===== src/pcs_pkg.sv =====
// package: constants, layouts and carriers for the pcm slot/format block
package pcs_pkg;
    localparam int NUM_CH = 4;
    localparam int FIFO_DEPTH = 4;
    localparam int ADR_W = 8;
    localparam int CNT_W = 11;

    // ---------------------------------------------------------------
    // register offsets (byte addresses)
    // ---------------------------------------------------------------
    localparam logic [7:0] OFS_CHSEL = 8'h00;
    localparam logic [7:0] OFS_CFG = 8'h04;
    localparam logic [7:0] OFS_SLOT = 8'h08;
    localparam logic [7:0] OFS_TXDATA = 8'h0C;
    localparam logic [7:0] OFS_RXDATA = 8'h10;
    localparam logic [7:0] OFS_STATUS = 8'h14;

    // ---------------------------------------------------------------
    // field positions
    // ---------------------------------------------------------------
    localparam int CFG_LAW = 0;
    localparam int CFG_LINEAR = 1;
    localparam int CFG_SIG = 2;
    localparam int CFG_TXEDGE = 3;
    localparam int CFG_OFS_LO = 4;
    localparam int CFG_MCLK_SEL = 7;
    localparam int SLOT_ACTIVE = 7;
    localparam int TX_MASK_LO = 16;
    localparam int ST_EMPTY = 0;
    localparam int ST_FULL = 1;
    localparam int ST_LOADED_LO = 2;
    localparam int ST_FRAMES_LO = 8;

    // ---------------------------------------------------------------
    // reset values and codes
    // ---------------------------------------------------------------
    localparam logic [3:0] CHSEL_RST = 4'h0;
    localparam logic [7:0] CFG_RST = 8'h00;
    localparam logic [7:0] SLOT_RST = 8'h00;
    localparam logic [15:0] WORD_RST = 16'h0000;
    localparam logic [7:0] ALAW_INV = 8'h55;
    localparam logic [7:0] MULAW_INV = 8'hFF;
    localparam logic [CNT_W-1:0] CNT_RST = 11'h000;

    // pin index in the synchroniser vector
    localparam int PIN_PCLK = 0;
    localparam int PIN_FS = 1;
    localparam int PIN_MCLK = 2;
    localparam int PIN_RX = 3;

    typedef struct packed {
        logic mclk_sel;
        logic [2:0] clk_ofs;
        logic tx_fall;
        logic sig_en;
        logic linear;
        logic mu_law;
    } pcs_cfg_s;

    typedef struct packed {
        logic [3:0] chmask;
        logic [15:0] data;
    } pcs_tx_item_s;
endpackage


===== src/pcs_fifo.sv =====
// small synchronous fifo with valid/ready on both sides
`timescale 1ns/1ns
module pcs_fifo #(
    parameter int WIDTH = 20,
    parameter int DEPTH = 4
) (
    input wire logic clk_i,
    input wire logic rst_i,
    input wire logic in_valid_i,
    output logic in_ready_o,
    input wire logic [WIDTH-1:0] in_data_i,
    output logic out_valid_o,
    input wire logic out_ready_i,
    output logic [WIDTH-1:0] out_data_o
);
    localparam int AW = (DEPTH > 1) ? $clog2(DEPTH) : 1;

    logic [WIDTH-1:0] mem [DEPTH];
    logic [AW-1:0] wr_ptr;
    logic [AW-1:0] rd_ptr;
    logic [AW:0] count;
    logic push;
    logic pop;

    function automatic logic [AW-1:0] bump(input logic [AW-1:0] p);
        return (p == AW'(DEPTH - 1)) ? '0 : p + 1'b1;
    endfunction

    assign in_ready_o = (count != (AW + 1)'(DEPTH));
    assign out_valid_o = (count != '0);
    assign push = in_valid_i & in_ready_o;
    assign pop = out_valid_o & out_ready_i;
    assign out_data_o = mem[rd_ptr];

    always_ff @(posedge clk_i) begin
        if (push) begin
            mem[wr_ptr] <= in_data_i;
        end
    end

    always_ff @(posedge clk_i or posedge rst_i) begin
        if (rst_i) begin
            wr_ptr <= '0;
            rd_ptr <= '0;
            count <= '0;
        end else begin
            if (push) begin
                wr_ptr <= bump(wr_ptr);
            end
            if (pop) begin
                rd_ptr <= bump(rd_ptr);
            end
            if (push && !pop) begin
                count <= count + 1'b1;
            end else if (pop && !push) begin
                count <= count - 1'b1;
            end
        end
    end
endmodule


===== src/pcs_slot_fmt.sv =====
// channel select registers, pcm slot assigner and clock generation
// How it works
// - four channels, each with own select bit
// - all selected channels take the same write
// - select bits live in one read/write register
// - samples: 8-bit companded or 16-bit linear
// - 8-bit uses one slot (two on transmit with signaling on), linear two
// - companded law selectable, A-law or mu-law
// - programmable slots, highway 128 kHz to 8.192 MHz
// - transmit edge and clock-slot offset programmable
// - master clock source: highway clock or mclk
// - generate internal master clock and frame sync
// - slot assigner links highway to each channel
//
// Decided for this implementation: the address map and register access over Wishbone.
`timescale 1ns/1ns
module pcs_slot_fmt (
    input wire logic clk_i,
    input wire logic rst_i,
    input wire logic wb_cyc_i,
    input wire logic wb_stb_i,
    input wire logic wb_we_i,
    input wire logic [pcs_pkg::ADR_W-1:0] wb_adr_i,
    input wire logic [3:0] wb_sel_i,
    input wire logic [31:0] wb_dat_i,
    output logic [31:0] wb_dat_o,
    output logic wb_ack_o,
    input wire logic pclk_i,
    input wire logic fs_i,
    input wire logic mclk_i,
    input wire logic pcm_rx_i,
    output logic pcm_tx_o,
    output logic pcm_tx_oe_o,
    output logic dsp_clk_en_o,
    output logic frame_sync_o
);
    import pcs_pkg::*;

    // ---------------------------------------------------------------
    // helpers
    // ---------------------------------------------------------------
    // lowest selected channel, used for read-back
    function automatic logic [1:0] first_chan(input logic [3:0] m);
        logic [1:0] r;
        r = 2'd0;
        for (int c = NUM_CH - 1; c >= 0; c--) begin
            if (m[c]) begin
                r = 2'(c);
            end
        end
        return r;
    endfunction

    // {hit, second slot, channel} for a highway slot
    function automatic logic [3:0] find_owner(input logic [6:0] slot,
            input logic [31:0] tab, input logic two);
        logic [3:0] r;
        logic [6:0] base;
        r = 4'h0;
        for (int c = NUM_CH - 1; c >= 0; c--) begin
            base = tab[c*8 +: 7];
            if (tab[c*8 + SLOT_ACTIVE]) begin
                if (slot == base) begin
                    r = {2'b10, 2'(c)};
                end else if (two && slot == 7'(base + 7'd1)) begin
                    r = {2'b11, 2'(c)};
                end
            end
        end
        return r;
    endfunction

    // {valid, position} of a bit count after the clock-slot offset
    function automatic logic [CNT_W:0] slot_pos(input logic [CNT_W-1:0] n,
            input logic [2:0] ofs);
        return {n >= CNT_W'(ofs), CNT_W'(n - CNT_W'(ofs))};
    endfunction

    // line coding of a companded byte; self-inverse
    function automatic logic [7:0] law_code(input logic mu,
            input logic [7:0] b);
        return b ^ (mu ? MULAW_INV : ALAW_INV);
    endfunction

    // ---------------------------------------------------------------
    // pin synchronisers
    // ---------------------------------------------------------------
    logic [3:0] pin_s1;
    logic [3:0] pin_s2;
    logic [3:0] pin_s3;
    logic [3:0] pin_lvl;
    logic [3:0] next_lvl;
    logic [3:0] pin_rise;
    logic [3:0] pin_fall;

    assign next_lvl = ((pin_s2 ~^ pin_s3) & pin_s3)
                    | ((pin_s2 ^ pin_s3) & pin_lvl);
    assign pin_rise = next_lvl & ~pin_lvl;
    assign pin_fall = ~next_lvl & pin_lvl;

    always_ff @(posedge clk_i or posedge rst_i) begin
        if (rst_i) begin
            pin_s1 <= 4'h0;
            pin_s2 <= 4'h0;
            pin_s3 <= 4'h0;
            pin_lvl <= 4'h0;
        end else begin
            pin_s1 <= {pcm_rx_i, mclk_i, fs_i, pclk_i};
            pin_s2 <= pin_s1;
            pin_s3 <= pin_s2;
            pin_lvl <= next_lvl;
        end
    end

    // ---------------------------------------------------------------
    // registers
    // ---------------------------------------------------------------
    logic [3:0] chan_sel;
    pcs_cfg_s cfg;
    logic [7:0] slot_tab [NUM_CH];
    logic [31:0] slot_flat;
    logic [15:0] tx_word [NUM_CH];
    logic [15:0] frame_word [NUM_CH];
    logic [15:0] rx_word [NUM_CH];
    logic [3:0] tx_loaded;
    logic [7:0] frame_cnt;
    logic [1:0] sel_ch;
    logic wb_req;
    logic wr_ok;
    logic tx_push;
    logic push_ready;
    logic ack_now;
    logic fifo_empty_n;
    logic fifo_pop;
    pcs_tx_item_s push_item;
    pcs_tx_item_s pop_item;

    always_comb begin
        for (int c = 0; c < NUM_CH; c++) begin
            slot_flat[c*8 +: 8] = slot_tab[c];
        end
    end

    assign sel_ch = first_chan(chan_sel);
    assign wb_req = wb_cyc_i & wb_stb_i & ~wb_ack_o;
    assign wr_ok = wb_req & wb_we_i & wb_sel_i[0];
    assign tx_push = wb_req & wb_we_i & (wb_adr_i == OFS_TXDATA);
    // a push into a full fifo holds the bus cycle until room frees
    assign ack_now = wb_req & (~tx_push | push_ready);
    assign push_item = '{chmask: chan_sel, data: wb_dat_i[15:0]};

    always_ff @(posedge clk_i or posedge rst_i) begin
        if (rst_i) begin
            wb_ack_o <= 1'b0;
        end else begin
            wb_ack_o <= ack_now;
        end
    end

    always_ff @(posedge clk_i or posedge rst_i) begin
        if (rst_i) begin
            chan_sel <= CHSEL_RST;
            cfg <= CFG_RST;
        end else if (wr_ok) begin
            if (wb_adr_i == OFS_CHSEL) begin
                chan_sel <= wb_dat_i[3:0];
            end
            if (wb_adr_i == OFS_CFG) begin
                cfg <= wb_dat_i[7:0];
            end
        end
    end

    // slot programming reaches every selected channel at once
    always_ff @(posedge clk_i or posedge rst_i) begin
        if (rst_i) begin
            for (int c = 0; c < NUM_CH; c++) begin
                slot_tab[c] <= SLOT_RST;
            end
        end else if (wr_ok && wb_adr_i == OFS_SLOT) begin
            for (int c = 0; c < NUM_CH; c++) begin
                if (chan_sel[c]) begin
                    slot_tab[c] <= wb_dat_i[7:0];
                end
            end
        end
    end

    always_ff @(posedge clk_i or posedge rst_i) begin
        if (rst_i) begin
            wb_dat_o <= 32'h0000_0000;
        end else if (ack_now) begin
            case (wb_adr_i)
                OFS_CHSEL: wb_dat_o <= {28'h000_0000, chan_sel};
                OFS_CFG: wb_dat_o <= {24'h00_0000, cfg};
                OFS_SLOT: wb_dat_o <= {24'h00_0000, slot_tab[sel_ch]};
                OFS_RXDATA: wb_dat_o <= {16'h0000, rx_word[sel_ch]};
                OFS_STATUS: begin
                    wb_dat_o <= 32'h0000_0000;
                    wb_dat_o[ST_EMPTY] <= ~fifo_empty_n;
                    wb_dat_o[ST_FULL] <= ~push_ready;
                    wb_dat_o[ST_LOADED_LO +: 4] <= tx_loaded;
                    wb_dat_o[ST_FRAMES_LO +: 8] <= frame_cnt;
                end
                default: wb_dat_o <= 32'h0000_0000;
            endcase
        end
    end

    // ---------------------------------------------------------------
    // transmit sample buffering
    // ---------------------------------------------------------------
    pcs_fifo #(
        .WIDTH($bits(pcs_tx_item_s)),
        .DEPTH(FIFO_DEPTH)
    ) u_tx_fifo (
        .clk_i(clk_i),
        .rst_i(rst_i),
        .in_valid_i(tx_push),
        .in_ready_o(push_ready),
        .in_data_i(push_item),
        .out_valid_o(fifo_empty_n),
        .out_ready_i(fifo_pop),
        .out_data_o(pop_item)
    );

    // a word waits until every channel it targets has a free buffer
    assign fifo_pop = fifo_empty_n & ((pop_item.chmask & tx_loaded) == 4'h0);

    // ---------------------------------------------------------------
    // highway framing and clock generation
    // ---------------------------------------------------------------
    logic pclk_rise;
    logic pclk_fall;
    logic fs_rise;
    logic frame_pend;
    logic frame_start;
    logic [CNT_W-1:0] bit_cnt;
    logic [CNT_W-1:0] next_cnt;
    logic [CNT_W-1:0] tx_cnt;
    logic [CNT_W:0] tx_pos;
    logic [CNT_W:0] rx_pos;
    logic [3:0] tx_own;
    logic [3:0] rx_own;
    logic [15:0] own_word;
    logic [7:0] tx_byte;
    logic tx_launch;
    logic [7:0] rx_shift;
    logic [7:0] rx_byte;

    assign pclk_rise = pin_rise[PIN_PCLK];
    assign pclk_fall = pin_fall[PIN_PCLK];
    assign fs_rise = pin_rise[PIN_FS];
    assign frame_start = pclk_rise & (frame_pend | fs_rise);
    assign next_cnt = frame_start ? CNT_RST : CNT_W'(bit_cnt + 1'b1);

    always_ff @(posedge clk_i or posedge rst_i) begin
        if (rst_i) begin
            frame_pend <= 1'b0;
            bit_cnt <= CNT_RST;
            frame_cnt <= 8'h00;
        end else begin
            if (fs_rise && !pclk_rise) begin
                frame_pend <= 1'b1;
            end else if (pclk_rise) begin
                frame_pend <= 1'b0;
            end
            if (pclk_rise) begin
                bit_cnt <= next_cnt;
            end
            if (frame_start) begin
                frame_cnt <= frame_cnt + 8'h01;
            end
        end
    end

    always_ff @(posedge clk_i or posedge rst_i) begin
        if (rst_i) begin
            dsp_clk_en_o <= 1'b0;
            frame_sync_o <= 1'b0;
        end else begin
            dsp_clk_en_o <= cfg.mclk_sel ? pin_rise[PIN_MCLK]
                                         : pclk_rise;
            frame_sync_o <= fs_rise;
        end
    end

    // ---------------------------------------------------------------
    // slot assigner: transmit
    // ---------------------------------------------------------------
    always_ff @(posedge clk_i or posedge rst_i) begin
        if (rst_i) begin
            tx_loaded <= 4'h0;
            for (int c = 0; c < NUM_CH; c++) begin
                tx_word[c] <= WORD_RST;
                frame_word[c] <= WORD_RST;
            end
        end else begin
            for (int c = 0; c < NUM_CH; c++) begin
                if (frame_start && tx_loaded[c]) begin
                    frame_word[c] <= tx_word[c];
                end
                if (fifo_pop && pop_item.chmask[c]) begin
                    tx_word[c] <= pop_item.data;
                end
            end
            tx_loaded <= (frame_start ? 4'h0 : tx_loaded)
                       | (fifo_pop ? pop_item.chmask : 4'h0);
        end
    end

    assign tx_launch = cfg.tx_fall ? pclk_fall : pclk_rise;
    assign tx_cnt = cfg.tx_fall ? bit_cnt : next_cnt;
    assign tx_pos = slot_pos(tx_cnt, cfg.clk_ofs);
    assign tx_own = find_owner(tx_pos[9:3], slot_flat,
                               cfg.linear | cfg.sig_en);
    assign own_word = frame_word[tx_own[1:0]];

    always_comb begin
        if (cfg.linear) begin
            tx_byte = tx_own[2] ? own_word[7:0] : own_word[15:8];
        end else if (tx_own[2]) begin
            tx_byte = own_word[15:8];
        end else begin
            tx_byte = law_code(cfg.mu_law, own_word[7:0]);
        end
    end

    always_ff @(posedge clk_i or posedge rst_i) begin
        if (rst_i) begin
            pcm_tx_o <= 1'b0;
            pcm_tx_oe_o <= 1'b0;
        end else if (tx_launch) begin
            pcm_tx_oe_o <= tx_pos[CNT_W] & tx_own[3];
            pcm_tx_o <= tx_byte[3'd7 - tx_pos[2:0]];
        end
    end

    // ---------------------------------------------------------------
    // slot assigner: receive, sampled on the falling highway edge
    // ---------------------------------------------------------------
    assign rx_pos = slot_pos(bit_cnt, cfg.clk_ofs);
    assign rx_own = find_owner(rx_pos[9:3], slot_flat, cfg.linear);
    assign rx_byte = {rx_shift[6:0], pin_lvl[PIN_RX]};

    always_ff @(posedge clk_i or posedge rst_i) begin
        if (rst_i) begin
            rx_shift <= 8'h00;
            for (int c = 0; c < NUM_CH; c++) begin
                rx_word[c] <= WORD_RST;
            end
        end else if (pclk_fall) begin
            rx_shift <= rx_byte;
            if (rx_pos[CNT_W] && rx_own[3] && rx_pos[2:0] == 3'd7) begin
                if (!cfg.linear) begin
                    rx_word[rx_own[1:0]] <= {8'h00,
                        law_code(cfg.mu_law, rx_byte)};
                end else if (rx_own[2]) begin
                    rx_word[rx_own[1:0]][7:0] <= rx_byte;
                end else begin
                    rx_word[rx_own[1:0]][15:8] <= rx_byte;
                end
            end
        end
    end
endmodule


===== config.mk =====
export PLATFORM = sky130hd
export DESIGN_NAME = pcs_slot_fmt
export DESIGN_NICKNAME = d
export VERILOG_FILES = /design/src/pcs_pkg.sv /design/src/pcs_fifo.sv /design/src/pcs_slot_fmt.sv
export SDC_FILE = /design/constraint.sdc
export NUM_CORES = 1
export LEC_CHECK = 0
export BUFFER_PORTS_ARGS = -buffer_cell sky130_fd_sc_hd__buf_2
export CAP_MARGIN = 5
export CORE_MARGIN = 5
export CORE_UTILIZATION = 50
export DETAILED_ROUTE_END_ITERATION = 16
export PLACE_DENSITY = 0.69
export RECOVER_POWER = 100
export SETUP_SLACK_MARGIN = 0.1
export SLEW_MARGIN = 20
export SYNTH_ARGS = -nofsm -noshare
export SYNTH_HDL_FRONTEND = slang
export SYNTH_SLANG_ARGS = --single-unit

===== constraint.sdc =====
create_clock -name clk_i -period 9.1 [get_ports clk_i]
set_input_delay 0.455 -clock clk_i [delete_from_list [all_inputs] [get_ports clk_i]]
set_output_delay 0.455 -clock clk_i [all_outputs]
set_load 0.03 [all_outputs]

==> results of run 1 <==
[worst max-delay path, cell delays in order (launching register included)]
cell and delay [ns]:
dfrtp_1 0.38, ha_1 0.23, nand2b_2 0.11, inv_1 0.13, o21ai_0 1.39, nand2_1 0.11, o21ai_0 0.28, ha_1 0.29
and3b_1 0.19, a211oi_4 0.52, o211ai_4 0.27, nor2_2 0.44, o211ai_1 0.17, nor4_1 0.58, or2_0 0.70, buf_4 0.36
nand3b_4 0.18, and2_4 0.29, o22ai_1 0.19, o211a_2 0.28, a211o_1 0.28, a211oi_2 0.22, a211o_1 0.13
[flip-flops by register name, summed over array words and instances (netlist names), 2 cells and up]
register and count:
rx_shift 7, tx_loaded 4, u_tx_fifo.rd_ptr 2, frame_cnt 8
pin_lvl 4, pin_s3 4, slot_flat 32, wb_dat_o 16
bit_cnt 11, rx_word 64, pin_s2 4, u_tx_fifo.mem 80
frame_word 64, cfg 8, chan_sel 4, u_tx_fifo.wr_ptr 2
u_tx_fifo.count 3, tx_word 64, pin_s1 4
[placed cells by master (no fill, tap or decap), types with 12 or more instances in the layout]
cell       Yosys  final
a211oi_1      28     28
a21oi_1       43     42
and3_1        25     25
buf_2         15     16
buf_4         22     12
clkbuf_1      68     56
clkbuf_16      0     41
conb_1         1     16
dfrtp_1      311    311
edfxtp_1      80     80
ha_1          22     22
inv_1         37     37
mux2_2       225    225
mux2i_1       23     23
mux4_2        20     20
nand2_1      140    140
nand3_1       43     43
nand4_1       12     12
nor2_1       105    104
nor3_1        23     23
nor4_1        17     17
o21ai_0       86     85
xnor2_1       94     94
xnor3_1       14     14
xor2_1        48     48
[repair_timing]
item	4_1_cts	5_1_grt
hold buffers	4	0
hold endpoints to repair	4	0
endpoints found under the setup margin	0	0
[layout make-up]
type	count	area, µm²	share of cell area
multi-input combinational	1221	9758	0.4344
sequential	391	10180	0.4534
inverter	39	150.1	0.006685
tap	532	665.6	0.02963
clock inverter	14	126.4	0.005626
clock buffer	59	1174	0.05225
timing repair buffer	79	402.9	0.01794
[metrics by stage]
step | setup slack, ns | util | instance area, µm²
floorplan | 3.613 | - | 20690
finish | 1.258 | 0.5501 | 22460
CTS | 1.976 | 0.5523 | 22550
detailed placement | 2.035 | 0.5195 | 21210
global placement | 2.071 | 0.5195 | 21210
global route | 0.8860 | 0.5501 | 22460
[cell families (layout without fill, tap and decap cells)]
logic type                 count (synthesis)  in the layout  share of synthesized area
DFF                                      391            391                     0.4936
other                                      1             16                  0.0001818
muxes                                    268            268                     0.1558
AOI/OAI and AO/OA                        302            302                     0.1069
and+or+nand+nor                          450            450                     0.1109
adders and majority gates                 25             25                    0.01625
buffers and inverters                    159            191                    0.03681
xor gates and xnor gates                 160            160                    0.07962
[power by group through the flow]
stage,clock network [mW],logic [mW],registers [mW]
global route,1.73,1.09,2.43
detailed placement,0,1.01,2.42
CTS,1.67,1.01,2.39
global placement,0,0.971,2.40
finish,1.64,0.998,2.39
floorplan,0,0.810,2.31
[layer usage]
layer  share of wire  up-vias
li1                -     6403
met1            0.44     7170
met2            0.48      388
met3           0.048      107
met4           0.031        0
met5               0        -
[worst paths after layout]
check                      cells past startpoint                   end
max                                           22              pcm_tx_o
min                                            1  u_tx_fifo.mem[2][12]
max reg2reg                                   22              pcm_tx_o
min reg2reg                                    0             pin_s2[3]
max in group asynchronous                      4          wb_dat_o[13]
min in group asynchronous                      3             pin_s1[1]
==> flow_summary.json, run 1 <==
{
  "cp-start-kind": "register",
  "fin_hold_ws_ns": 0.1697,
  "drt-pass1-iter-count": 5,
  "wirelength_um": 52230,
  "period_share": 0.8617,
  "die_h_um": 213.1,
  "outcome": "finished with violations",
  "p_comb_frac": 0.199,
  "drt-wirelength-per-cell_um": 22.37,
  "synth.largest_area_cell": "dfrtp_1",
  "synth_edf_count": 80,
  "final_max_slew_viol_count": 275,
  "ys_seq_elements": 391,
  "antenna_left": 0,
  "grt_use_met3": 0.03394,
  "fmax_mhz": 127.5,
  "fin_nets": 1851,
  "swShare": 0.2873,
  "critical_path_class": "register to register",
  "yosysMostFrequentCell": "dfrtp_1",
  "ys_async_sr_fraction": 0.7954,
  "cts_max_level": 2,
  "grt_overflow": 0,
  "ios": 90,
  "power_mw": 5.024,
  "worst_slew_pin_slew_ns": 3.690,
  "cp_data_required_time_ns": 9.61,
  "synthTopCellsByCount": "dfrtp_1, mux2_2, nand2_1, nor2_1, xnor2_1",
  "synth_cell_types": 119,
  "fillCellCount": 3422,
  "cts_post_setup_buffers_inserted": 0,
  "ys.flop_type": "dfrtp_1",
  "rows": 74,
  "fin_cells": 2335,
  "setup_viol": 0,
  "seq_area_frac_synth": 0.4936,
  "avgSynthCellArea_um2": 11.75,
  "met1_usage": 0.3238,
  "grt_max_degree": 181,
  "worstHoldStart": "wb_dat_i[12]",
  "clock_sinks": 391,
  "die_x_um": 213.1,
  "cts_tree": "done",
  "grt_pass1_vias": 14290,
  "path_max_fanout": 18,
  "n_antenna_cell": 0,
  "viasPerCell": 6.025,
  "layout-drive-gt1-share": 0.2108,
  "syn-cell-area_mm2": 0.02063,
  "met2_usage": 0.3743,
  "pwr-share-seq": 0.476,
  "drc": 0,
  "critPathCaptureType": "register",
  "first_iter_violations": 1011,
  "ir_drop_uv": 164.9,
  "place_inst": 2258,
  "switchingPower_mw": 1.443,
  "die_area_mm2": 0.04543,
  "intPower_mw": 3.580,
  "synth_top_area_frac": 0.3772,
  "dpl.hpwl_um": 35500,
  "hold_viol_final": 0,
  "ys_warn_count": 0,
  "ctsResizeCount": 0,
  "port_buffers": 54,
  "rsz0062_at_grt": "false",
  "p_leak_nw": 9.337,
  "gp_congestion": 0.9137,
  "clock_latency_ns": 0.58,
  "grt-busiest-layer": "met2",
  "clockPowerShare": 0.326,
  "clkTransAtPathRegs_ns": 0.06,
  "min_period_ns": 7.842,
  "hp-class": "primary input to register",
  "initial_core_util": 0.5053,
  "final.setup.tns_ns": 0,
  "rrSetupSlack_ns": 1.26,
  "syn2layout_area_growth_pct": 8.866,
  "grt_antenna_before_repair": 1,
  "relSlewSlack": -1.460,
  "power_density_mw_per_mm2": 223.7,
  "synth_area_leaders": "dfrtp_1, mux2_2, edfxtp_1, xnor2_1, nand2_1",
  "grt_pass1_wl_um": 82490,
  "r2r_start": "pin_s2[1]",
  "critical_path.startpoint": "pin_s2[1]",
  "netlist_instances": 1756,
  "cp.arrival_ns": 8.35,
  "fin_worst_skew_ns": 0.02553,
  "violations": "capacitance limit, slew limit",
  "grt_use_total": 0.2320,
  "cts_buffer_depth": 3,
  "cap_violations": 7,
  "vias": 14070,
  "cts-root-buf": "clkbuf_16",
  "core_mm2": 0.04083,
  "cts_buffers": 41
}
Note: power is estimated with default switching activity, not from simulation.
==> run 2: changes to the inputs <==
Settings changed: CORE_UTILIZATION 50 to 33, GPL_TIMING_DRIVEN set to 0, PLACE_DENSITY 0.69 to not set.
==> run 2 against run 1 <==
Against the previous run:
- the flow still finishes with violations (capacitance limit, slew limit)
- hold slack worse by 0.0060 ns
- utilization down 17 points
- flip-flop and latch count unchanged
- die area up 49%
- critical path depth down 1
- critical path type unchanged
- largest cell class unchanged
- largest power group unchanged
==> flow_summary.json, run 2 (same netlist as run 1, synthesis figures left out) <==
{
  "outcome": "finished with violations",
  "cts_buffer_depth": 3,
  "worstHoldStart": "wb_dat_i[14]",
  "fmax_mhz": 131.0,
  "min_period_ns": 7.631,
  "cts_post_setup_buffers_inserted": 0,
  "p_leak_nw": 9.680,
  "violations": "capacitance limit, slew limit",
  "setup_viol": 0,
  "ios": 90,
  "period_share": 0.8386,
  "r2r_start": "pin_s2[1]",
  "cts_tree": "done",
  "die_x_um": 260.0,
  "final_max_slew_viol_count": 233,
  "rr_worst_depth": 21,
  "hp-class": "primary input to register",
  "grt_overflow": 0,
  "drt-wirelength-per-cell_um": 20.73,
  "grt_pass1_wl_um": 89150,
  "holdPathStages": 1,
  "largest_register_ffs": 80,
  "n_antenna_cell": 0,
  "rsz0062_at_grt": "false",
  "power_density_mw_per_mm2": 220.5,
  "whs_endpoint": "u_tx_fifo.mem[0][14]",
  "initial_core_util": 0.3337,
  "drc": 0,
  "first_iter_violations": 1445,
  "wirelength_um": 57130,
  "grt_pass1_vias": 14660,
  "grt_max_degree": 36,
  "final_common_cell": "dfrtp_1",
  "fin_nets": 1964,
  "clock_latency_ns": 0.58,
  "cp-start-kind": "register",
  "regMostFlops": "u_tx_fifo.mem",
  "port_buffers": 53,
  "dpl.hpwl_um": 41960,
  "viasPerCell": 5.246,
  "ctsResizeCount": 0,
  "relSlewSlack": -0.3362,
  "ir_drop_uv": 155.8,
  "grt_antenna_before_repair": 2,
  "die_area_mm2": 0.06762,
  "path_max_fanout": 9,
  "cp.arrival_ns": 8.10,
  "power_mw": 5.185,
  "final.setup.tns_ns": 0,
  "worst_slew_pin_slew_ns": 1.983,
  "layout-drive-gt1-share": 0.2189,
  "cp_data_required_time_ns": 9.57,
  "worst_r2r_endpoint": "pcm_tx_o",
  "fin_worst_skew_ns": 0.03995,
  "cts_hold_buf": 5,
  "fin_hold_ws_ns": 0.1636,
  "grt_use_total": 0.1684,
  "most-common-layout-cells": "dfrtp_1, mux2_2, nand2_1",
  "syn2layout_area_growth_pct": 13.96,
  "die_h_um": 260.0,
  "rows": 91,
  "vias": 14460,
  "hold_viol_final": 0,
  "cap_violations": 9,
  "rrSetupSlack_ns": 1.47,
  "clkTransAtPathRegs_ns": 0.07,
  "cts_buffers": 42,
  "drt-pass1-iter-count": 6,
  "antenna_left": 0,
  "critPathCaptureType": "register",
  "critical_path_class": "register to register",
  "clock_sinks": 391,
  "cts_max_level": 2,
  "cts-root-buf": "clkbuf_16",
  "core_mm2": 0.06183,
  "gp_congestion": 0.8785
}
[run 2: cell type report]
cell class | count | area [µm²]
inverter | 39 | 147.6
tap | 837 | 1047
buffer | 120 | 604.3
multi-input combinational | 1221 | 9774
clock buffer | 62 | 1259
timing repair buffer | 71 | 316.6
clock inverter | 15 | 178.9
fill | 5957 | 38310
sequential | 391 | 10180
[run 2: worst max path at each step]
stage                     startpoint        to  slack (ns)  cells after the start
after floorplan            pin_s2[0]  pcm_tx_o        3.61                     23
after global placement     pin_s2[0]  pcm_tx_o        2.15                     22
after detailed placement   pin_s2[0]  pcm_tx_o        2.09                     23
after CTS                  pin_s2[0]  pcm_tx_o        2.04                     22
after global routing       pin_s2[1]  pcm_tx_o        0.94                     21
final                      pin_s2[1]  pcm_tx_o        1.47                     21
[run 2: stage by stage]
stage	area [µm²]	utilization	setup WS (ns)	cells
floorplan	20690	-	3.613	1771
global placement	22000	0.3559	2.148	2661
detailed placement	22300	0.3607	2.090	2673
CTS	23790	0.3847	2.037	2755
global route	23510	0.3803	0.9405	2756
finish	23510	0.3803	1.469	2756
[run 2: power by group]
group	total, mW	leakage, nW	switching (mW)	internal, mW
logic	1.05	4.27	0.525	0.528
registers	2.36	4.71	0.231	2.13
clock network	1.77	0.698	0.719	1.05
[run 2: routing by layer]
layer,part of all wire,GRT usage
met5,0.00023,0
met4,0.030,0.05049
met3,0.056,0.02874
met2,0.47,0.2757
met1,0.44,0.2304
[run 2: worst max-delay path, cell delays in order, from the launching register on]
cell	delay, ns
dfrtp_1	0.38
ha_1	0.22
nand2b_2	0.11
inv_1	0.12
o21ai_0	1.51
nand2_1	0.11
o21ai_0	0.31
ha_1	0.30
and3b_1	0.20
a211oi_4	0.51
o211ai_4	0.27
nor2_1	0.56
xnor2_1	0.26
xnor2_1	0.24
nor3_1	0.15
nor3_1	0.93
o21ai_1	0.29
a41oi_1	0.30
a22oi_1	0.13
a211oi_1	0.32
a211oi_2	0.05
a211o_1	0.23
